[src/twmr_consts.vh]
// Purpose: Constants of the two-wire master receiver
// Assumes: 200 MHz hclk, byte offsets on a 32-bit AHB-Lite bus
// Notes: Status codes are full bytes with prescaler bits zero
`ifndef TWMR_CONSTS_VH
`define TWMR_CONSTS_VH
// Register byte offsets
`define TWMR_OFF_CTRL 8'h00
`define TWMR_OFF_STAT 8'h04
`define TWMR_OFF_DATA 8'h08
`define TWMR_OFF_ISTAT 8'h0c
`define TWMR_OFF_IMASK 8'h10
// Control field positions
`define TWMR_CB_DONE 7
`define TWMR_CB_ACK 6
`define TWMR_CB_STA 5
`define TWMR_CB_STO 4
`define TWMR_CB_WCOL 3
`define TWMR_CB_EN 2
`define TWMR_CB_IE 0
// Interrupt status bit positions
`define TWMR_IB_DONE 0
`define TWMR_IB_ARB 1
`define TWMR_IB_STOP 2
// Reset values
`define TWMR_CTRL_RST 8'h00
`define TWMR_DATA_RST 8'hff
`define TWMR_IMASK_RST 3'h0
// Status codes
`define TWMR_SC_START 8'h08
`define TWMR_SC_RSTART 8'h10
`define TWMR_SC_WACK 8'h18
`define TWMR_SC_WNACK 8'h20
`define TWMR_SC_ARB 8'h38
`define TWMR_SC_RACK 8'h40
`define TWMR_SC_RNACK 8'h48
`define TWMR_SC_DACK 8'h50
`define TWMR_SC_DNACK 8'h58
`define TWMR_SC_IDLE 8'hf8
// Timing: quarter of a bus bit
`define TWMR_QTR_NS 2500
`define TWMR_CLK_MHZ 200
`define TWMR_QTR_CYC ((`TWMR_QTR_NS * `TWMR_CLK_MHZ) / 1000)
`define TWMR_CNT_W 9
`endif

[src/twmr_top.v]
// Purpose: Two-wire bus master receiver with AHB-Lite registers
// Assumes: Open-drain pins, single slave on the AHB-Lite bus
// Notes: Bus clock is a fixed quarter-bit divider of hclk
// How it works
// [RULE1] Start request: done one, start, enable
// [RULE2] Start condition only once bus is free
// [RULE3] After start: flag set, status 0x08
// [RULE4] Address direction bit picks receiver or transmitter; code only stores it, with no transmit path after 0x18/0x20
// [RULE5] Load read address, then clear flag
// [RULE6] After address ack: 0x38, 0x40 or 0x48
// [RULE7] Received byte readable while flag set
// [RULE8] Software sends NACK on last byte
// [RULE9] Stop request: done one, stop, enable
// [RULE10] Repeated start reports 0x10, keeps bus
// [RULE11] In 0x10 address direction switches mode
// [RULE12] On 0x38 release bus or restart
// [RULE13] In 0x40/0x50 receive byte, ack per enable
// [RULE14] In 0x48/0x58 restart, stop, or both
// [RULE15] Hardware clears stop request after stop
// [RULE16] Software reads byte before clearing flag
// [RULE17] Status codes assume prescaler bits zero
// [RULE18] Action writes keep enable and done one
// [RULE19] Flag set holds clock low, no action; after arbitration loss (0x38) the clock is released
//
// Decided for this implementation: the AHB-Lite interface to the registers and the address map.
`include "twmr_consts.vh"
module twmr_top (
  input wire hclk,
  input wire hresetn,
  input wire hsel,
  input wire [31:0] haddr,
  input wire [1:0] htrans,
  input wire hwrite,
  input wire [2:0] hsize,
  input wire [31:0] hwdata,
  input wire hready,
  output wire hreadyout,
  output wire hresp,
  output wire [31:0] hrdata,
  input wire scl_i,
  output wire scl_o,
  output wire scl_oe_n,
  input wire sda_i,
  output wire sda_o,
  output wire sda_oe_n,
  output wire irq
);
  localparam S_IDLE = 5'h01;
  localparam S_START = 5'h02;
  localparam S_BYTE = 5'h04;
  localparam S_STOP = 5'h08;
  localparam S_HOLD = 5'h10;
  localparam integer QTR_CYC = `TWMR_QTR_CYC - 1;
  localparam [`TWMR_CNT_W-1:0] QTR_MAX = QTR_CYC[`TWMR_CNT_W-1:0];
  localparam [7:0] CTRL_RST = `TWMR_CTRL_RST;

  reg a_sel_reg, a_wr_reg;
  reg [7:0] a_adr_reg;
  reg [31:0] hrdata_reg;
  reg done_reg, ack_en_reg, sta_reg, sto_reg, wcol_reg, en_reg, ie_reg;
  reg [1:0] presc_reg;
  reg [7:0] data_reg, code_reg, sh_reg;
  reg [2:0] istat_reg, imask_reg;
  reg [4:0] st_reg;
  reg [1:0] ph_reg;
  reg [3:0] bit_reg;
  reg [`TWMR_CNT_W-1:0] div_reg;
  reg tick_reg, scl_low_reg, sda_low_reg, owned_reg, busy_reg;
  reg tx_reg, addr_reg, rx_mode_reg, ack_bit_reg, restart_reg;
  reg [2:0] scl_sy_reg, sda_sy_reg;
  reg scl_f_reg, sda_f_reg, scl_p_reg, sda_p_reg;
  reg [2:0] ev_reg;
  reg [31:0] rd;
  wire take, wr_ctrl, wr_data, wr_stat, wr_imask, go;
  wire w_sta, w_sto, w_ack, drv_one;
  wire [2:0] istat_next;

  assign hreadyout = 1'b1;
  assign hresp = 1'b0;
  assign hrdata = hrdata_reg;
  assign scl_o = 1'b0;
  assign sda_o = 1'b0;
  assign scl_oe_n = ~scl_low_reg;
  assign sda_oe_n = ~sda_low_reg;
  assign irq = |(istat_reg & imask_reg);

  assign take = hready & hsel & htrans[1];
  assign wr_ctrl = a_sel_reg & a_wr_reg & (a_adr_reg == `TWMR_OFF_CTRL);
  assign wr_data = a_sel_reg & a_wr_reg & (a_adr_reg == `TWMR_OFF_DATA);
  assign wr_stat = a_sel_reg & a_wr_reg & (a_adr_reg == `TWMR_OFF_STAT);
  assign wr_imask = a_sel_reg & a_wr_reg & (a_adr_reg == `TWMR_OFF_IMASK);
  assign w_sta = hwdata[`TWMR_CB_STA];
  assign w_sto = hwdata[`TWMR_CB_STO];
  assign w_ack = hwdata[`TWMR_CB_ACK];
  // A bus action needs done and enable written as one
  assign go = wr_ctrl & hwdata[`TWMR_CB_DONE] & hwdata[`TWMR_CB_EN] &
    (st_reg == S_IDLE || st_reg == S_HOLD); // [RULE1] [RULE18]
  // Transmitted one: arbitration is lost if the line reads low
  assign drv_one = tx_reg ? (bit_reg != 4'h8 && sh_reg[7]) :
    (bit_reg == 4'h8 && !ack_en_reg);
  // Event sets win over the read clear
  assign istat_next = ev_reg | ((take && !hwrite &&
    haddr[7:0] == `TWMR_OFF_ISTAT) ? 3'h0 : istat_reg);

  always @* begin
    case (haddr[7:0])
      `TWMR_OFF_CTRL: rd = {24'h0, done_reg, ack_en_reg, sta_reg, sto_reg,
        wcol_reg, en_reg, 1'b0, ie_reg};
      `TWMR_OFF_STAT: rd = {24'h0, code_reg[7:3], 1'b0, presc_reg};
      `TWMR_OFF_DATA: rd = {24'h0, data_reg}; // [RULE7]
      `TWMR_OFF_ISTAT: rd = {29'h0, istat_reg};
      `TWMR_OFF_IMASK: rd = {29'h0, imask_reg};
      default: rd = 32'h0;
    endcase
  end

  always @(posedge hclk or negedge hresetn) begin
    if (!hresetn) begin
      {a_sel_reg, a_wr_reg, a_adr_reg} <= 10'h000;
      hrdata_reg <= 32'h0;
      {done_reg, ack_en_reg, sta_reg, sto_reg} <= CTRL_RST[7:4];
      {wcol_reg, en_reg} <= CTRL_RST[3:2];
      ie_reg <= CTRL_RST[0];
      {istat_reg, presc_reg} <= 5'h00;
      {data_reg, code_reg} <= {`TWMR_DATA_RST, `TWMR_SC_IDLE};
      imask_reg <= `TWMR_IMASK_RST;
      st_reg <= S_IDLE;
      {ph_reg, bit_reg} <= 6'h00;
      sh_reg <= 8'h00;
      {div_reg, tick_reg} <= {(`TWMR_CNT_W+1){1'b0}};
      {scl_low_reg, sda_low_reg, owned_reg, busy_reg} <= 4'h0;
      {ev_reg, tx_reg, addr_reg} <= 5'h00;
      {rx_mode_reg, ack_bit_reg, restart_reg} <= 3'h0;
      {scl_sy_reg, sda_sy_reg} <= 6'h3f;
      {scl_f_reg, sda_f_reg, scl_p_reg, sda_p_reg} <= 4'hf;
    end else begin
      a_sel_reg <= take;
      a_wr_reg <= hwrite;
      a_adr_reg <= haddr[7:0];
      if (take && !hwrite)
        hrdata_reg <= rd;
      istat_reg <= istat_next;
      // Pin synchronisers, a change counts once stages two and three agree
      scl_sy_reg <= {scl_sy_reg[1:0], scl_i};
      sda_sy_reg <= {sda_sy_reg[1:0], sda_i};
      if (scl_sy_reg[1] == scl_sy_reg[2])
        scl_f_reg <= scl_sy_reg[2];
      if (sda_sy_reg[1] == sda_sy_reg[2])
        sda_f_reg <= sda_sy_reg[2];
      scl_p_reg <= scl_f_reg;
      sda_p_reg <= sda_f_reg;
      // Bus busy between any start and stop seen on the wires
      if (scl_f_reg && scl_p_reg && sda_p_reg && !sda_f_reg)
        busy_reg <= 1'b1;
      else if (scl_f_reg && scl_p_reg && !sda_p_reg && sda_f_reg)
        busy_reg <= 1'b0;
      tick_reg <= (div_reg == QTR_MAX);
      div_reg <= (div_reg == QTR_MAX) ? {`TWMR_CNT_W{1'b0}} :
        div_reg + 1'b1;
      // Register writes
      if (wr_ctrl) begin
        ack_en_reg <= w_ack;
        sta_reg <= w_sta;
        sto_reg <= w_sto;
        en_reg <= hwdata[`TWMR_CB_EN];
        ie_reg <= hwdata[`TWMR_CB_IE];
        if (hwdata[`TWMR_CB_DONE])
          done_reg <= 1'b0;
      end
      if (wr_stat)
        presc_reg <= hwdata[1:0]; // [RULE17]
      if (wr_imask)
        imask_reg <= hwdata[2:0];
      if (wr_data) begin
        if (done_reg) begin
          data_reg <= hwdata[7:0];
          wcol_reg <= 1'b0;
        end else begin
          wcol_reg <= 1'b1;
        end
      end
      ev_reg <= 3'h0;
      // Dispatch on a flag-clearing write, a stop request first
      if (go) begin
        ph_reg <= 2'h0;
        bit_reg <= 4'h0;
        case (w_sto ? 8'h00 : code_reg)
          `TWMR_SC_START, `TWMR_SC_RSTART: begin
            st_reg <= S_BYTE;
            tx_reg <= 1'b1;
            addr_reg <= 1'b1;
            sh_reg <= data_reg; // [RULE11]
          end
          `TWMR_SC_RACK, `TWMR_SC_DACK: begin
            st_reg <= S_BYTE; // [RULE13]
            tx_reg <= 1'b0;
            addr_reg <= 1'b0;
          end
          default: begin
            if (owned_reg && w_sto) begin
              st_reg <= S_STOP; // [RULE14]
              restart_reg <= w_sta;
            end else if (w_sta) begin
              st_reg <= S_START; // [RULE12] [RULE10]
            end else if (owned_reg) begin
              st_reg <= S_HOLD; // [RULE19]
            end else begin
              st_reg <= S_IDLE; // [RULE12]
              code_reg <= `TWMR_SC_IDLE;
            end
          end
        endcase
      end else if (wr_ctrl && !hwdata[`TWMR_CB_EN]) begin
        st_reg <= S_IDLE;
        scl_low_reg <= 1'b0;
        sda_low_reg <= 1'b0;
        owned_reg <= 1'b0;
        code_reg <= `TWMR_SC_IDLE;
      end else if (tick_reg) begin
        case (st_reg)
          S_START: begin
            case (ph_reg)
              2'h0: begin
                sda_low_reg <= 1'b0;
                if (owned_reg || !busy_reg)
                  ph_reg <= 2'h1; // [RULE2]
              end
              2'h1: begin
                scl_low_reg <= 1'b0;
                ph_reg <= 2'h2;
              end
              2'h2: begin
                if (scl_f_reg && sda_f_reg) begin
                  sda_low_reg <= 1'b1;
                  ph_reg <= 2'h3;
                end
              end
              default: begin
                scl_low_reg <= 1'b1;
                owned_reg <= 1'b1;
                code_reg <= owned_reg ? `TWMR_SC_RSTART :
                  `TWMR_SC_START; // [RULE3] [RULE10]
                done_reg <= 1'b1;
                ev_reg[`TWMR_IB_DONE] <= 1'b1;
                st_reg <= S_HOLD;
              end
            endcase
          end
          S_BYTE: begin
            case (ph_reg)
              2'h0: begin
                if (bit_reg == 4'h8)
                  sda_low_reg <= tx_reg ? 1'b0 : ack_en_reg; // [RULE13]
                else
                  sda_low_reg <= tx_reg ? ~sh_reg[7] : 1'b0;
                ph_reg <= 2'h1;
              end
              2'h1: begin
                scl_low_reg <= 1'b0;
                ph_reg <= 2'h2;
              end
              2'h2: begin
                if (scl_f_reg) begin
                  if (drv_one && !sda_f_reg) begin
                    st_reg <= S_IDLE;
                    sda_low_reg <= 1'b0;
                    owned_reg <= 1'b0;
                    code_reg <= `TWMR_SC_ARB; // [RULE6]
                    done_reg <= 1'b1;
                    ev_reg <= 3'h3;
                  end else begin
                    if (bit_reg == 4'h8)
                      ack_bit_reg <= ~sda_f_reg;
                    else
                      sh_reg <= {sh_reg[6:0], sda_f_reg};
                    ph_reg <= 2'h3;
                  end
                end
              end
              default: begin
                scl_low_reg <= 1'b1;
                ph_reg <= 2'h0;
                if (bit_reg != 4'h8) begin
                  bit_reg <= bit_reg + 1'b1;
                end else begin
                  st_reg <= S_HOLD; // [RULE19]
                  done_reg <= 1'b1;
                  ev_reg[`TWMR_IB_DONE] <= 1'b1;
                  sda_low_reg <= 1'b0;
                  if (addr_reg) begin
                    rx_mode_reg <= sh_reg[0]; // [RULE4]
                    if (sh_reg[0])
                      code_reg <= ack_bit_reg ? `TWMR_SC_RACK :
                        `TWMR_SC_RNACK; // [RULE6]
                    else
                      code_reg <= ack_bit_reg ? `TWMR_SC_WACK :
                        `TWMR_SC_WNACK;
                  end else begin
                    data_reg <= sh_reg; // [RULE7]
                    code_reg <= ack_en_reg ? `TWMR_SC_DACK :
                      `TWMR_SC_DNACK;
                  end
                end
              end
            endcase
          end
          S_STOP: begin
            case (ph_reg)
              2'h0: begin
                sda_low_reg <= 1'b1;
                ph_reg <= 2'h1;
              end
              2'h1: begin
                scl_low_reg <= 1'b0;
                ph_reg <= 2'h2;
              end
              2'h2: begin
                if (scl_f_reg) begin
                  sda_low_reg <= 1'b0;
                  ph_reg <= 2'h3;
                end
              end
              default: begin
                owned_reg <= 1'b0;
                sto_reg <= 1'b0; // [RULE15]
                ev_reg[`TWMR_IB_STOP] <= 1'b1;
                code_reg <= `TWMR_SC_IDLE;
                ph_reg <= 2'h0;
                st_reg <= restart_reg ? S_START : S_IDLE; // [RULE14]
              end
            endcase
          end
          S_HOLD: scl_low_reg <= 1'b1; // [RULE19]
          S_IDLE: scl_low_reg <= 1'b0;
          default: st_reg <= S_IDLE;
        endcase
      end
    end
  end
endmodule

[config.mk]
export PLATFORM = sky130hd
export DESIGN_NAME = twmr_top
export DESIGN_NICKNAME = d
export VERILOG_FILES = /design/src/twmr_top.v
export VERILOG_INCLUDE_DIRS = /design/src
export SDC_FILE = /design/constraint.sdc
export NUM_CORES = 1
export LEC_CHECK = 0
export ABC_CLOCK_PERIOD_IN_PS = 3600
export BUFFER_PORTS_ARGS = -buffer_cell sky130_fd_sc_hd__buf_2
export CAP_MARGIN = 20
export CORE_ASPECT_RATIO = 1.1
export CORE_MARGIN = 5
export CORE_UTILIZATION = 30
export CTS_CLUSTER_DIAMETER = 100
export DETAILED_ROUTE_END_ITERATION = 12
export PLACE_DENSITY = 0.57
export SLEW_MARGIN = 0
export SYNTH_ARGS = -nofsm -noshare
export SYNTH_HDL_FRONTEND = slang
export SYNTH_SLANG_ARGS = --single-unit
[constraint.sdc]
create_clock -name hclk -period 3.6 [get_ports hclk]
set_input_delay 0.18 -clock hclk [delete_from_list [all_inputs] [get_ports hclk]]
set_output_delay 0.18 -clock hclk [all_outputs]
set_load 0.01 [all_outputs]
==> flow_summary.html, run 1 <==
<table>
<tr><th>Metric</th><th>Value</th></tr>
<tr><th colspan="2">Status</th></tr>
<tr><td>Status</td><td>complete, but fails checks</td></tr>
<tr><td>Violations in the final reports</td><td>hold timing</td></tr>
<tr><th colspan="2">Clock tree</th></tr>
<tr><td>CTS tree</td><td>done</td></tr>
<tr><td>Number of buffers added by the clock tree synthesis step</td><td>9</td></tr>
<tr><td>Post-CTS Repair Setup Buffers</td><td>0</td></tr>
<tr><td>CTS root buf</td><td>sky130_fd_sc_hd__clkbuf_16</td></tr>
<tr><td>Clock transition time at the flip-flop clock pins of the worst setup and hold paths</td><td>70 ps</td></tr>
<tr><td>Clock sink count</td><td>95</td></tr>
<tr><td>Later-pin clock latency in the skew report</td><td>350 ps</td></tr>
<tr><td>Deepest clock path buffer count</td><td>2</td></tr>
<tr><td>CTS H-tree lvls</td><td>3</td></tr>
<tr><th colspan="2">Power and ir drop</th></tr>
<tr><td>Peak supply drop</td><td>0.000220 V</td></tr>
<tr><td>Total power draw</td><td>2240 uW</td></tr>
<tr><td>LEAKAGE</td><td>0.00264 uW</td></tr>
<tr><td>Power per unit of standard cell area</td><td>396 nW/um^2</td></tr>
<tr><th colspan="2">STA</th></tr>
<tr><td>Final sum of negative setup slack</td><td>0 ps</td></tr>
<tr><td>Actual slew at the worst max-slew pin</td><td>901 ps</td></tr>
<tr><td>Max-slew violation count</td><td>0</td></tr>
<tr><td>Tcrit/Tclk final</td><td>77.1%</td></tr>
<tr><td>Hold_ws</td><td>-33.6 ps</td></tr>
<tr><td>Highest Clock Rate</td><td>0.360 GHz</td></tr>
<tr><td>Endpoints failing setup</td><td>0</td></tr>
<tr><td>Hold Vio Cnt, Final</td><td>58</td></tr>
<tr><td>Worst clock skew</td><td>6.62 ps</td></tr>
<tr><td>Setup repair after global routing missed its margin</td><td>false</td></tr>
<tr><td>Worst slew margin relative to its limit</td><td>39.9%</td></tr>
<tr><td>Tmin final</td><td>2780 ps</td></tr>
<tr><th colspan="2">Setup path</th></tr>
<tr><td>Buffer and inverter count on the worst path</td><td>0</td></tr>
<tr><td>Largest delay contributor family on the critical path</td><td>simple AND/OR/NAND/NOR gates</td></tr>
<tr><td>Critical path start-end classification</td><td>reg2reg</td></tr>
<tr><td>RR Endpoint</td><td>sh_reg[1]</td></tr>
<tr><td>Worst reg2reg path startpoint</td><td>a_adr_reg[4]</td></tr>
<tr><td>Crit path launch type</td><td>flop</td></tr>
<tr><td>Worst-path cell chain</td><td>or4_4, or4_1, o21a_4, a31oi_4, mux2_2</td></tr>
<tr><td>Depth of the most critical reg-to-reg path</td><td>5</td></tr>
<tr><td>WP data required</td><td>3830 ps</td></tr>
<tr><td>Worst EP arrival</td><td>3010 ps</td></tr>
<tr><td>Critical Path Sink Type</td><td>flop</td></tr>
<tr><td>Slowest cell on the critical path</td><td>sky130_fd_sc_hd__or4_1</td></tr>
<tr><td>Reg2reg setup slack</td><td>820 ps</td></tr>
<tr><td>Max FO, Critical Path</td><td>8</td></tr>
<tr><td>Critical Path Max Stage Delay</td><td>670 ps</td></tr>
<tr><th colspan="2">Synthesis</th></tr>
<tr><td>Average cell area after synthesis</td><td>9.88 um^2</td></tr>
<tr><td>Top_reg_cell synth</td><td>sky130_fd_sc_hd__dfrtp_1</td></tr>
<tr><td>Seq/Total Area, Yosys</td><td>48.1%</td></tr>
<tr><td>Share of async-settable or async-resettable flops after synthesis</td><td>100%</td></tr>
<tr><td>Cell area after synthesis</td><td>5000 um^2</td></tr>
<tr><td>Number of different library cells in the post-synthesis netlist</td><td>65</td></tr>
<tr><td>Flip-flop and latch count after synthesis</td><td>95</td></tr>
<tr><td>Number of enable-type register cells in the synthesized netlist</td><td>0</td></tr>
<tr><td>Syn Inst Count</td><td>506</td></tr>
<tr><td>Total number of yosys warnings</td><td>0</td></tr>
<tr><th colspan="2">Cells and area</th></tr>
<tr><td>Total Nets Final</td><td>629</td></tr>
<tr><td>Proportion of layout cells with a drive suffix above 1</td><td>19.5%</td></tr>
<tr><td>Antenna diode count</td><td>0</td></tr>
<tr><td>Number of flip-flops in the largest register</td><td>9</td></tr>
<tr><td>Area added between synthesis and finish</td><td>13.2%</td></tr>
<tr><th colspan="2">Placement</th></tr>
<tr><td>Last weighted congestion value of the routability-driven placer</td><td>0.843</td></tr>
<tr><td>Number of port buffers</td><td>34</td></tr>
<tr><td>DPL Wire Length</td><td>8.54 mm</td></tr>
<tr><th colspan="2">Detailed routing</th></tr>
<tr><td>Via count normalized by instance count</td><td>4.89</td></tr>
<tr><td>Iteration count of the initial detailed-routing pass</td><td>5</td></tr>
<tr><td>Number of antenna-violating nets in the routed design</td><td>0</td></tr>
<tr><td>Post-detailed-route DRC marker count</td><td>0</td></tr>
<tr><td>Final WL</td><td>11.8 mm</td></tr>
<tr><td>Number of vias after detailed routing</td><td>3,680</td></tr>
<tr><td>Initial DRC Count</td><td>306</td></tr>
<tr><td>Final routed wire length divided by cell count</td><td>15.7 um</td></tr>
<tr><th colspan="2">GRT</th></tr>
<tr><td>Antenna violations before repair</td><td>0</td></tr>
<tr><td>Global Route Usage Sum</td><td>12.3%</td></tr>
<tr><td>Number of global-route vias before repair</td><td>3,753</td></tr>
<tr><td>Maximum number of pins on one net before global-route repair</td><td>71</td></tr>
<tr><td>First-pass GRT wire length</td><td>19.4 mm</td></tr>
<tr><td>Aggregate global routing overflow</td><td>0</td></tr>
<tr><th colspan="2">Worst hold path</th></tr>
<tr><td>Hold Crit Class</td><td>in2async</td></tr>
<tr><th colspan="2">Floorplan</th></tr>
<tr><td>Core area</td><td>16,400 um^2</td></tr>
<tr><td>Ports placed on the boundary</td><td>115</td></tr>
<tr><td>Area of the die</td><td>19,400 um^2</td></tr>
<tr><td>Cell Rows</td><td>49</td></tr>
<tr><td>Initial core utilization</td><td>30.6%</td></tr>
<tr><td>Chip height</td><td>145 um</td></tr>
<tr><td>Chip width</td><td>133 um</td></tr>
<tr><th colspan="2">Flow run</th></tr>
<tr><td>Max-cap viol count</td><td>0</td></tr>
</table>
cells in the final DEF, fill, tap and decap left out, types with 9 or more instances in the layout:
cell / netlist / layout
sky130_fd_sc_hd__a21oi_1: 22 / 22
sky130_fd_sc_hd__buf_2: 7 / 33
sky130_fd_sc_hd__clkbuf_16: 0 / 10
sky130_fd_sc_hd__conb_1: 2 / 28
sky130_fd_sc_hd__dfrtp_1: 71 / 71
sky130_fd_sc_hd__dfstp_2: 24 / 24
sky130_fd_sc_hd__ha_1: 9 / 9
sky130_fd_sc_hd__inv_1: 16 / 16
sky130_fd_sc_hd__mux2_2: 19 / 19
sky130_fd_sc_hd__mux2i_1: 22 / 22
sky130_fd_sc_hd__nand2_1: 60 / 60
sky130_fd_sc_hd__nand3_1: 12 / 12
sky130_fd_sc_hd__nor2_1: 55 / 55
sky130_fd_sc_hd__nor3_1: 14 / 14
sky130_fd_sc_hd__o21ai_0: 18 / 18
per-stage QoR:
| stage | instance area, um^2 | setup WS [ps] | cells | hold slack, ps | utilization, % |
|---|---|---|---|---|---|
| 3_5_place_dp | 5280 | 795 | 729 | 288 | 32.2 |
| 6_report | 5660 | 823 | 753 | -33.6 | 34.6 |
| 5_1_grt | 5660 | 728 | 753 | 42.3 | 34.6 |
| 3_3_place_gp | 5280 | 828 | 729 | 286 | 32.2 |
| 4_1_cts | 5660 | 786 | 753 | 1.38 | 34.6 |
| 2_1_floorplan | 5100 | 1090 | 532 | -116 | - |
routing by layer:
layer	vias up	routed length [um]	GRT usage (%)
met2	102	5870	20.8
met5	-	0	0
met4	0	214	3.29
li1	1794	-	-
met3	19	618	3.25
met1	1765	5090	15.6
Yosys cell counts (6+ instances only):
cell type,n,share of area (%)
sky130_fd_sc_hd__dfrtp_1,71,36
sky130_fd_sc_hd__nand2_1,60,4.5
sky130_fd_sc_hd__nor2_1,55,4.1
sky130_fd_sc_hd__buf_4,28,4.2
sky130_fd_sc_hd__dfstp_2,24,13
sky130_fd_sc_hd__a21oi_1,22,2.2
sky130_fd_sc_hd__mux2i_1,22,4.4
sky130_fd_sc_hd__mux2_2,19,4.3
sky130_fd_sc_hd__o21ai_0,18,1.8
sky130_fd_sc_hd__inv_1,16,1.2
sky130_fd_sc_hd__nor3_1,14,1.4
sky130_fd_sc_hd__nand3_1,12,1.2
sky130_fd_sc_hd__ha_1,9,2.3
sky130_fd_sc_hd__xnor2_1,8,1.4
sky130_fd_sc_hd__buf_2,7,0.70
sky130_fd_sc_hd__clkbuf_1,7,0.53
sky130_fd_sc_hd__nor2b_1,7,0.88
sky130_fd_sc_hd__nand4_1,6,0.75
sky130_fd_sc_hd__xor2_1,6,1.1
worst max path at each step:
stage                       from   endpoint  cells past startpoint
CTS                 a_adr_reg[4]  sh_reg[5]                      5
detailed placement  a_adr_reg[4]  sh_reg[5]                      5
global route        a_adr_reg[4]  sh_reg[5]                      5
floorplan           a_adr_reg[4]  sh_reg[1]                      6
global placement    a_adr_reg[4]  sh_reg[4]                      5
finish              a_adr_reg[4]  sh_reg[1]                      5
timing repair:
item	in CTS	in global routing
gates resized for setup	0	0
hold endpoints to repair	8	0
hold buffers	8	0
worst reg2reg max path, stage by stage (launching register included):
cell and delay (ps):
sky130_fd_sc_hd__dfrtp_1 380, sky130_fd_sc_hd__or4_4 580, sky130_fd_sc_hd__or4_1 670, sky130_fd_sc_hd__o21a_4 320
sky130_fd_sc_hd__a31oi_4 320, sky130_fd_sc_hd__mux2_2 390
kinds of logic (layout without fill, tap and decap cells):
kind of cell / after synthesis / in the layout / synth area share, %
simple gates: 199 / 199 / 19.8
flops: 95 / 95 / 48.1
compound gates: 82 / 82 / 11.2
other cells: 2 / 28 / 0.150
xor+xnor: 14 / 14 / 2.45
mux: 41 / 41 / 8.68
fa+ha+maj: 11 / 11 / 2.65
buf+inv: 62 / 79 / 6.93
power by group:
part           total (uW)  leakage [uW]  switching [uW]  internal, uW
registers            1140       0.00114            27.5          1110
logic                 131       0.00135            82.1          48.7
clock network         977      0.000151             425           552
final cells by class:
cell class                      count  area [um^2]
Clock buffer                       13          282
Clock inverter                      3         22.5
Fill cell                        1648        10700
Inverter                           16         60.1
Multi-Input combinational cell    375         2340
Sequential cell                    95         2410
Tap cell                          204          255
Timing Repair Buffer               47          290
Power figures use the tool's default switching activity.
==> run 2: changes to the inputs <==
ABC_CLOCK_PERIOD_IN_PS = 2730   (was 3600)
clock period = 2.73 ns   (was 3.6 ns; I/O delays follow)
==> run 2 against run 1 <==
Against the previous run: the run now ends clean; non-clock buffer count grew 11; critical path depth unchanged; via count rose by 1.5%; sequential share of layout area fell by 0.80 points; worst setup slack worse by 720 ps; register-to-register slack worse by 720 ps; wire length down 1.1%; first-iteration DRC count down 24%; cell count rose by 1.5%; total power increased by 31%; fmax grew 5.5%; cell area rose by 1.9%; largest cell class unchanged; largest power group unchanged.
==> flow_summary.html, run 2 (same netlist as run 1, synthesis figures left out) <==
<table>
<tr><th>Metric</th><th>Value</th></tr>
<tr><th colspan="2">Status</th></tr>
<tr><td>Status</td><td>complete, no violations (was complete, but fails checks)</td></tr>
<tr><th colspan="2">Setup path</th></tr>
<tr><td>Largest delay contributor family on the critical path</td><td>simple AND/OR/NAND/NOR gates (unchanged)</td></tr>
<tr><td>Worst-path cell chain</td><td>or4_4, or4_1, o21a_4, a31oi_4, mux2_2 (unchanged)</td></tr>
<tr><td>Slowest cell on the critical path</td><td>sky130_fd_sc_hd__or4_1 (unchanged)</td></tr>
<tr><td>Crit path launch type</td><td>flop (unchanged)</td></tr>
<tr><td>Critical Path Max Stage Delay</td><td>610 ps (was 670 ps)</td></tr>
<tr><td>Buffer and inverter count on the worst path</td><td>0 (unchanged)</td></tr>
<tr><td>Worst EP arrival</td><td>2860 ps (was 3010 ps)</td></tr>
<tr><td>Critical Path Sink Type</td><td>flop (unchanged)</td></tr>
<tr><td>Max FO, Critical Path</td><td>8 (unchanged)</td></tr>
<tr><td>Critical path start-end classification</td><td>reg2reg (unchanged)</td></tr>
<tr><td>WP data required</td><td>2960 ps (was 3830 ps)</td></tr>
<tr><th colspan="2">Power and ir drop</th></tr>
<tr><td>Peak supply drop</td><td>0.000276 V (was 0.000220 V)</td></tr>
<tr><td>Internal cell power</td><td>2240 uW (was 1710 uW)</td></tr>
<tr><td>Switching Power</td><td>700 uW (was 534 uW)</td></tr>
<tr><td>Logic gate share of total power</td><td>6.1% (was 5.8%)</td></tr>
<tr><td>Power share of the sequential group</td><td>51.0% (was 50.6%)</td></tr>
<tr><td>Net Sw Frac</td><td>23.8% (about the same)</td></tr>
<tr><td>Power per unit of standard cell area</td><td>509 nW/um^2 (was 396 nW/um^2)</td></tr>
<tr><td>LEAKAGE</td><td>0.00270 uW (was 0.00264 uW)</td></tr>
<tr><td>Clock share of power</td><td>42.9% (was 43.5%)</td></tr>
<tr><th colspan="2">Clock tree</th></tr>
<tr><td>Later-pin clock latency in the skew report</td><td>350 ps (about the same)</td></tr>
<tr><td>CTS root buf</td><td>sky130_fd_sc_hd__clkbuf_16 (unchanged)</td></tr>
<tr><td>Clock sink count</td><td>95 (unchanged)</td></tr>
<tr><td>Number of buffers added by the clock tree synthesis step</td><td>9 (unchanged)</td></tr>
<tr><td>CTS tree</td><td>done (unchanged)</td></tr>
<tr><td>Clock transition time at the flip-flop clock pins of the worst setup and hold paths</td><td>70 ps (about the same)</td></tr>
<tr><td>Deepest clock path buffer count</td><td>2 (unchanged)</td></tr>
<tr><td>CTS H-tree lvls</td><td>3 (unchanged)</td></tr>
<tr><th colspan="2">Floorplan</th></tr>
<tr><td>Core area</td><td>16,400 um^2 (unchanged)</td></tr>
<tr><td>Ports placed on the boundary</td><td>115 (unchanged)</td></tr>
<tr><td>Chip width</td><td>133 um (unchanged)</td></tr>
<tr><td>Cell Rows</td><td>49 (unchanged)</td></tr>
<tr><td>Area of the die</td><td>19,400 um^2 (unchanged)</td></tr>
<tr><td>Initial core utilization</td><td>30.6% (unchanged)</td></tr>
<tr><td>Chip height</td><td>145 um (unchanged)</td></tr>
<tr><th colspan="2">Cells and area</th></tr>
<tr><td>Antenna diode count</td><td>0 (unchanged)</td></tr>
<tr><td>Area added between synthesis and finish</td><td>15.4% (was 13.2%)</td></tr>
<tr><td>Proportion of layout cells with a drive suffix above 1</td><td>20.9% (was 19.5%)</td></tr>
<tr><td>Cell area after layout</td><td>5770 um^2 (was 5660 um^2)</td></tr>
<tr><td>Count of placed standard cells in the final layout, fillers left out</td><td>764 (was 753)</td></tr>
<tr><td>Final core utilization</td><td>35.3% (was 34.6%)</td></tr>
<tr><td>Filler Cells Inserted</td><td>1,638 (was 1,648)</td></tr>
<tr><td>Total Nets Final</td><td>640 (was 629)</td></tr>
<tr><td>Most common cell after layout, fill and taps aside</td><td>sky130_fd_sc_hd__dfrtp_1 (unchanged)</td></tr>
<tr><td>Commonest cells after routing, fill and taps aside</td><td>sky130_fd_sc_hd__dfrtp_1, sky130_fd_sc_hd__nand2_1, sky130_fd_sc_hd__nor2_1 (unchanged)</td></tr>
<tr><td>Number of flip-flops in the largest register</td><td>9 (unchanged)</td></tr>
<tr><th colspan="2">GRT</th></tr>
<tr><td>First-pass GRT wire length</td><td>19.2 mm (was 19.4 mm)</td></tr>
<tr><td>Number of global-route vias before repair</td><td>3,767 (was 3,753)</td></tr>
<tr><td>Aggregate global routing overflow</td><td>0 (unchanged)</td></tr>
<tr><td>Antenna violations before repair</td><td>0 (unchanged)</td></tr>
<tr><td>Global Route Usage Sum</td><td>12.1% (was 12.3%)</td></tr>
<tr><td>Maximum number of pins on one net before global-route repair</td><td>85 (was 71)</td></tr>
<tr><th colspan="2">STA</th></tr>
<tr><td>Tcrit/Tclk final</td><td>96.4% (was 77.1%)</td></tr>
<tr><td>Worst slew margin relative to its limit</td><td>44.4% (was 39.9%)</td></tr>
<tr><td>Worst clock skew</td><td>8.07 ps (was 6.62 ps)</td></tr>
<tr><td>Max-slew violation count</td><td>0 (unchanged)</td></tr>
<tr><td>Final sum of negative setup slack</td><td>0 ps (unchanged)</td></tr>
<tr><td>Endpoints failing setup</td><td>0 (unchanged)</td></tr>
<tr><td>Highest Clock Rate</td><td>0.380 GHz (was 0.360 GHz)</td></tr>
<tr><td>Hold Vio Cnt, Final</td><td>0 (was 58)</td></tr>
<tr><td>Tmin final</td><td>2630 ps (was 2780 ps)</td></tr>
<tr><td>Least setup slack across all paths after layout</td><td>98.9 ps (was 823 ps)</td></tr>
<tr><td>Setup repair after global routing missed its margin</td><td>false (unchanged)</td></tr>
<tr><td>Actual slew at the worst max-slew pin</td><td>827 ps (was 901 ps)</td></tr>
<tr><th colspan="2">Detailed routing</th></tr>
<tr><td>Final routed wire length divided by cell count</td><td>15.3 um (was 15.7 um)</td></tr>
<tr><td>Final WL</td><td>11.7 mm (was 11.8 mm)</td></tr>
<tr><td>Number of vias after detailed routing</td><td>3,735 (was 3,680)</td></tr>
<tr><td>Post-detailed-route DRC marker count</td><td>0 (unchanged)</td></tr>
<tr><td>Iteration count of the initial detailed-routing pass</td><td>4 (was 5)</td></tr>
<tr><td>Initial DRC Count</td><td>232 (was 306)</td></tr>
<tr><td>Number of antenna-violating nets in the routed design</td><td>0 (unchanged)</td></tr>
<tr><td>Via count normalized by instance count</td><td>4.89 (about the same)</td></tr>
<tr><th colspan="2">Placement</th></tr>
<tr><td>Number of cells in the design after placement</td><td>738 (was 729)</td></tr>
<tr><td>Last weighted congestion value of the routability-driven placer</td><td>0.869 (was 0.843)</td></tr>
<tr><td>Worst Setup Slack post-DPL</td><td>85.4 ps (was 795 ps)</td></tr>
<tr><td>Number of port buffers</td><td>34 (unchanged)</td></tr>
<tr><td>Placed standard-cell area</td><td>5350 um^2 (was 5280 um^2)</td></tr>
<tr><td>DPL Wire Length</td><td>8.52 mm (was 8.54 mm)</td></tr>
<tr><th colspan="2">Flow run</th></tr>
<tr><td>Max-cap viol count</td><td>0 (unchanged)</td></tr>
<tr><th colspan="2">Worst hold path</th></tr>
<tr><td>Hold Crit Class</td><td>in2reg (was in2async)</td></tr>
</table>
run 2: power groups by stage:
stage	Sequential [uW]	Clock [uW]	Combinational, uW
2_1_floorplan	1510	0	125
3_3_place_gp	1520	0	161
3_5_place_dp	1520	0	164
4_1_cts	1500	1300	174
5_1_grt	1510	1350	202
6_report	1500	1260	178
run 2: metrics by stage:
step	hold WS [ps]	power, uW
after detailed placement	243	1690
after CTS	1.01	2980
after global placement	242	1680
after global routing	7.83	3060
after floorplan	-159	1630
final	14.1	2940
run 2: worst reg2reg max path, stage by stage, from the launching register on:
cell                      delay, ps
sky130_fd_sc_hd__dfrtp_1        380
sky130_fd_sc_hd__or4_4          580
sky130_fd_sc_hd__or4_1          610
sky130_fd_sc_hd__o21a_4         270
sky130_fd_sc_hd__a31oi_4        300
sky130_fd_sc_hd__mux2_2         390
run 2: final timing paths:
check	start	to	slack (ps)	cells past startpoint
min in group asynchronous	hresetn	a_adr_reg[7]	200	2
max reg2reg	a_adr_reg[4]	sh_reg[5]	100	5
max in group asynchronous	hresetn	a_wr_reg	1700	4
max	a_adr_reg[4]	sh_reg[5]	100	5
min	haddr[4]	a_adr_reg[4]	10	1
min reg2reg	scl_sy_reg[0]	scl_sy_reg[1]	360	0
run 2: area by class of cell:
cell class              count  area, um^2  share of cell area [%]
inverters                  16        60.1                    1.04
multi-input cells         375        2350                    40.8
repair buffers             58         395                    6.85
flip-flops and latches     95        2410                    41.7
clock buffers              12         268                    4.64
clock inverters             4        31.3                   0.542
well taps                 204         255                    4.42
run 2: layer usage:
metal,track usage (%),up-vias,part of all wire (%),wire length [um]
met5,0,-,0,0
met4,4.42,0,1.9,217
met3,2.07,21,3.9,459
met2,20.7,81,49,5750
met1,15.3,1823,45,5230
li1,-,1810,-,-
run 2: what timing repair did:
action,4_1_cts,5_1_grt
setup endpoints to repair,0,2
gates resized for setup,0,1
buffers inserted,0,0
hold buffers,8,1
hold endpoints to repair,8,14
==> run 3: changes to the inputs <==
ABC_AREA = 1   (was unset)
PLACE_DENSITY = 0.56   (was 0.57)
==> run 3 against run 2 <==
Against the previous run: sequential share of layout area is 3.1 points lower; register-to-register slack gained 590 ps; fmax increased by 29%; critical path depth is 6 higher.
==> flow_summary.html, run 3 <==
<table>
<tr><th>Metric</th><th>Value</th></tr>
<tr><th colspan="2">Status</th></tr>
<tr><td>Status</td><td>complete, no violations (unchanged)</td></tr>
<tr><th colspan="2">Cells and area</th></tr>
<tr><td>Antenna diode count</td><td>0 (unchanged)</td></tr>
<tr><td>Count of placed standard cells in the final layout, fillers left out</td><td>966 (was 764)</td></tr>
<tr><td>Most common cell after layout, fill and taps aside</td><td>sky130_fd_sc_hd__nand2_1 (was sky130_fd_sc_hd__dfrtp_1)</td></tr>
<tr><td>Total Nets Final</td><td>808 (was 640)</td></tr>
<tr><td>Number of flip-flops in the largest register</td><td>9 (unchanged)</td></tr>
<tr><td>Commonest cells after routing, fill and taps aside</td><td>sky130_fd_sc_hd__nand2_1, sky130_fd_sc_hd__inv_1, sky130_fd_sc_hd__dfrtp_1 (was sky130_fd_sc_hd__dfrtp_1, sky130_fd_sc_hd__nand2_1, sky130_fd_sc_hd__nor2_1)</td></tr>
<tr><td>Cell area after layout</td><td>6230 um^2 (was 5770 um^2)</td></tr>
<tr><td>Area added between synthesis and finish</td><td>13.6% (was 15.4%)</td></tr>
<tr><td>Proportion of layout cells with a drive suffix above 1</td><td>18.1% (was 20.9%)</td></tr>
<tr><td>Filler Cells Inserted</td><td>1,892 (was 1,638)</td></tr>
<tr><th colspan="2">Floorplan</th></tr>
<tr><td>Ports placed on the boundary</td><td>115 (unchanged)</td></tr>
<tr><td>Area of the die</td><td>21,100 um^2 (was 19,400 um^2)</td></tr>
<tr><td>Chip height</td><td>152 um (was 145 um)</td></tr>
<tr><td>Initial core utilization</td><td>30.7% (was 30.6%)</td></tr>
<tr><td>Core area</td><td>17,900 um^2 (was 16,400 um^2)</td></tr>
<tr><td>Cell Rows</td><td>51 (was 49)</td></tr>
<tr><td>Chip width</td><td>139 um (was 133 um)</td></tr>
<tr><th colspan="2">STA</th></tr>
<tr><td>Worst clock skew</td><td>7.85 ps (was 8.07 ps)</td></tr>
<tr><td>Setup repair after global routing missed its margin</td><td>false (unchanged)</td></tr>
<tr><td>Tmin final</td><td>2040 ps (was 2630 ps)</td></tr>
<tr><td>Final sum of negative setup slack</td><td>0 ps (unchanged)</td></tr>
<tr><td>Hold Vio Cnt, Final</td><td>0 (unchanged)</td></tr>
<tr><td>Worst slew margin relative to its limit</td><td>61.0% (was 44.4%)</td></tr>
<tr><td>Endpoints failing setup</td><td>0 (unchanged)</td></tr>
<tr><td>Hold_ws</td><td>25.0 ps (was 14.1 ps)</td></tr>
<tr><td>Tcrit/Tclk final</td><td>74.8% (was 96.4%)</td></tr>
<tr><td>Highest Clock Rate</td><td>0.489 GHz (was 0.380 GHz)</td></tr>
<tr><td>Max-slew violation count</td><td>0 (unchanged)</td></tr>
<tr><td>Actual slew at the worst max-slew pin</td><td>581 ps (was 827 ps)</td></tr>
<tr><th colspan="2">Setup path</th></tr>
<tr><td>Critical Path Sink Type</td><td>flop (unchanged)</td></tr>
<tr><td>Max FO, Critical Path</td><td>22 (was 8)</td></tr>
<tr><td>Worst EP arrival</td><td>2330 ps (was 2860 ps)</td></tr>
<tr><td>Critical path start-end classification</td><td>reg2reg (unchanged)</td></tr>
<tr><td>Crit path launch type</td><td>flop (unchanged)</td></tr>
<tr><td>WP data required</td><td>3020 ps (was 2960 ps)</td></tr>
<tr><th colspan="2">GRT</th></tr>
<tr><td>Antenna violations before repair</td><td>0 (unchanged)</td></tr>
<tr><td>First-pass GRT wire length</td><td>22.3 mm (was 19.2 mm)</td></tr>
<tr><td>Aggregate global routing overflow</td><td>0 (unchanged)</td></tr>
<tr><td>Maximum number of pins on one net before global-route repair</td><td>63 (was 85)</td></tr>
<tr><td>Global Route Usage Sum</td><td>12.8% (was 12.1%)</td></tr>
<tr><td>Number of global-route vias before repair</td><td>4,363 (was 3,767)</td></tr>
<tr><th colspan="2">Synthesis</th></tr>
<tr><td>Seq/Total Area, Yosys</td><td>43.9% (was 48.1%)</td></tr>
<tr><td>Most area-consuming cells after synthesis</td><td>sky130_fd_sc_hd__dfrtp_1, sky130_fd_sc_hd__dfstp_2, sky130_fd_sc_hd__nand2_1 (unchanged)</td></tr>
<tr><td>Share of async-settable or async-resettable flops after synthesis</td><td>100% (unchanged)</td></tr>
<tr><td>Syn Inst Count</td><td>674 (was 506)</td></tr>
<tr><td>Most frequent cell after synthesis</td><td>sky130_fd_sc_hd__nand2_1 (was sky130_fd_sc_hd__dfrtp_1)</td></tr>
<tr><td>Top_reg_cell synth</td><td>sky130_fd_sc_hd__dfrtp_1 (unchanged)</td></tr>
<tr><td>Flip-flop and latch count after synthesis</td><td>95 (unchanged)</td></tr>
<tr><td>Number of different library cells in the post-synthesis netlist</td><td>48 (was 65)</td></tr>
<tr><td>Post-synth top cells</td><td>sky130_fd_sc_hd__nand2_1, sky130_fd_sc_hd__inv_1, sky130_fd_sc_hd__dfrtp_1, sky130_fd_sc_hd__nor2_1, sky130_fd_sc_hd__nand3_1 (was sky130_fd_sc_hd__dfrtp_1, sky130_fd_sc_hd__nand2_1, sky130_fd_sc_hd__nor2_1, sky130_fd_sc_hd__buf_4, sky130_fd_sc_hd__dfstp_2)</td></tr>
<tr><td>Cell area after synthesis</td><td>5480 um^2 (was 5000 um^2)</td></tr>
<tr><td>Average cell area after synthesis</td><td>8.14 um^2 (was 9.88 um^2)</td></tr>
<tr><td>Total number of yosys warnings</td><td>0 (unchanged)</td></tr>
<tr><td>Share of the synthesized area in the top cell type</td><td>32.4% (was 35.5%)</td></tr>
<tr><td>Cell taking the most area after synthesis</td><td>sky130_fd_sc_hd__dfrtp_1 (unchanged)</td></tr>
<tr><td>Number of enable-type register cells in the synthesized netlist</td><td>0 (unchanged)</td></tr>
<tr><th colspan="2">Placement</th></tr>
<tr><td>Number of cells in the design after placement</td><td>938 (was 738)</td></tr>
<tr><td>Last weighted congestion value of the routability-driven placer</td><td>0.876 (was 0.869)</td></tr>
<tr><td>DPL Wire Length</td><td>9.81 mm (was 8.52 mm)</td></tr>
<tr><td>Placed standard-cell area</td><td>5800 um^2 (was 5350 um^2)</td></tr>
<tr><td>Number of port buffers</td><td>34 (unchanged)</td></tr>
<tr><th colspan="2">Detailed routing</th></tr>
<tr><td>Final WL</td><td>13.0 mm (was 11.7 mm)</td></tr>
<tr><td>Number of antenna-violating nets in the routed design</td><td>0 (unchanged)</td></tr>
<tr><td>Initial DRC Count</td><td>293 (was 232)</td></tr>
<tr><td>Via count normalized by instance count</td><td>4.50 (was 4.89)</td></tr>
<tr><td>Final routed wire length divided by cell count</td><td>13.5 um (was 15.3 um)</td></tr>
<tr><td>Number of vias after detailed routing</td><td>4,344 (was 3,735)</td></tr>
<tr><td>Iteration count of the initial detailed-routing pass</td><td>4 (unchanged)</td></tr>
<tr><td>Post-detailed-route DRC marker count</td><td>0 (unchanged)</td></tr>
<tr><th colspan="2">Clock tree</th></tr>
<tr><td>Number of buffers added by the clock tree synthesis step</td><td>9 (unchanged)</td></tr>
<tr><td>CTS H-tree lvls</td><td>3 (unchanged)</td></tr>
<tr><td>Later-pin clock latency in the skew report</td><td>350 ps (about the same)</td></tr>
<tr><td>Post-CTS resize count</td><td>0 (unchanged)</td></tr>
<tr><td>CTS tree</td><td>done (unchanged)</td></tr>
<tr><td>CTS root buf</td><td>sky130_fd_sc_hd__clkbuf_16 (unchanged)</td></tr>
<tr><td>Clock transition time at the flip-flop clock pins of the worst setup and hold paths</td><td>70 ps (about the same)</td></tr>
<tr><td>Clock sink count</td><td>95 (unchanged)</td></tr>
<tr><td>Deepest clock path buffer count</td><td>2 (unchanged)</td></tr>
<tr><th colspan="2">Power and ir drop</th></tr>
<tr><td>LEAKAGE</td><td>0.00304 uW (was 0.00270 uW)</td></tr>
<tr><td>Power per unit of standard cell area</td><td>472 nW/um^2 (was 509 nW/um^2)</td></tr>
<tr><td>Peak supply drop</td><td>0.000357 V (was 0.000276 V)</td></tr>
<tr><th colspan="2">Flow run</th></tr>
<tr><td>Max-cap viol count</td><td>0 (unchanged)</td></tr>
<tr><th colspan="2">Worst hold path</th></tr>
<tr><td>Hold Crit Class</td><td>in2reg (unchanged)</td></tr>
</table>
run 3: changes by cell type in the layout (fill, tap and decap cells not counted), moves of 9 or more:
cell / previous run / this run
sky130_fd_sc_hd__o21ai_1: 0 / 15
sky130_fd_sc_hd__inv_1: 16 / 90
sky130_fd_sc_hd__nand3_1: 12 / 47
sky130_fd_sc_hd__mux2i_1: 22 / 0
sky130_fd_sc_hd__o21ai_0: 18 / 43
sky130_fd_sc_hd__inv_2: 0 / 9
sky130_fd_sc_hd__buf_4: 15 / 2
sky130_fd_sc_hd__mux2_2: 19 / 0
sky130_fd_sc_hd__nand2_1: 60 / 150
sky130_fd_sc_hd__nand2_2: 0 / 9
run 3: cell families (layout without fill, tap and decap cells):
group,after synthesis,after routing,share of synthesized area (%)
flops,95,95,43.9
simple gates,323,323,30.3
xor+xnor,2,2,0.319
compound gates,106,106,11.1
fa+ha+maj,11,11,2.42
other cells,2,28,0.137
buf+inv,135,163,11.9
run 3: what timing repair did:
item                                   CTS  global route
hold buffers                            12             0
setup buffers                            0             0
endpoints found under the hold margin   33             0
run 3: critical path: stages, from the launching register on:
cell                      delay, ps
sky130_fd_sc_hd__dfstp_2        580
sky130_fd_sc_hd__inv_1           50
sky130_fd_sc_hd__nor2_1          80
sky130_fd_sc_hd__nand3_1         80
sky130_fd_sc_hd__nand2_2        130
sky130_fd_sc_hd__nand2_4         90
sky130_fd_sc_hd__nor2_8         330
sky130_fd_sc_hd__nor2_2         150
sky130_fd_sc_hd__a21oi_4        220
sky130_fd_sc_hd__nand2_2        120
sky130_fd_sc_hd__nand2_1         90
sky130_fd_sc_hd__nand2_1         50
run 3: power by group:
group / total [uW] / internal [uW] / switching [uW] / leakage (uW)
Combinational: 155 / 49.8 / 105 / 0.00179
Clock: 1310 / 744 / 568 / 0.000144
Sequential: 1470 / 1450 / 22.5 / 0.00111
run 3: worst paths after layout:
kind                          startpoint       endpoint  slack [ps]  depth (start not counted)
max                            st_reg[0]    code_reg[4]         690                         11
min                            hwdata[6]     ack_en_reg          20                          3
max reg2reg                    st_reg[0]    code_reg[4]         690                         11
min reg2reg                scl_sy_reg[0]  scl_sy_reg[1]         360                          0
max in group asynchronous        hresetn    data_reg[7]        1720                          3
min in group asynchronous        hresetn       busy_reg         280                          2
run 3: final cells by class:
| class | count | area, um^2 | share of cell area [%] |
|---|---|---|---|
| Clock inverter | 5 | 65.1 | 1.04 |
| Tap cell | 238 | 298 | 4.78 |
| Multi-Input combinational cell | 470 | 2520 | 40.5 |
| Sequential cell | 95 | 2410 | 38.7 |
| Inverter | 99 | 372 | 5.97 |
| Timing Repair Buffer | 48 | 320 | 5.14 |
| Clock buffer | 11 | 243 | 3.90 |
run 3: layer usage:
layer	GRT usage, %	share of wire (%)	vias to the layer above
li1	-	-	2228
met1	16.4	46	2019
met2	21.4	48	84
met3	3.04	4.7	13
met4	3.96	1.3	0
met5	0	0	-
run 3: through the flow:
step,power [uW],setup WS (ps),utilization (%)
2_1_floorplan,1590,1090,-
3_3_place_gp,1640,695,32.5
3_5_place_dp,1640,695,32.5
4_1_cts,2990,677,34.9
5_1_grt,3070,471,34.9
6_report,2940,687,34.9
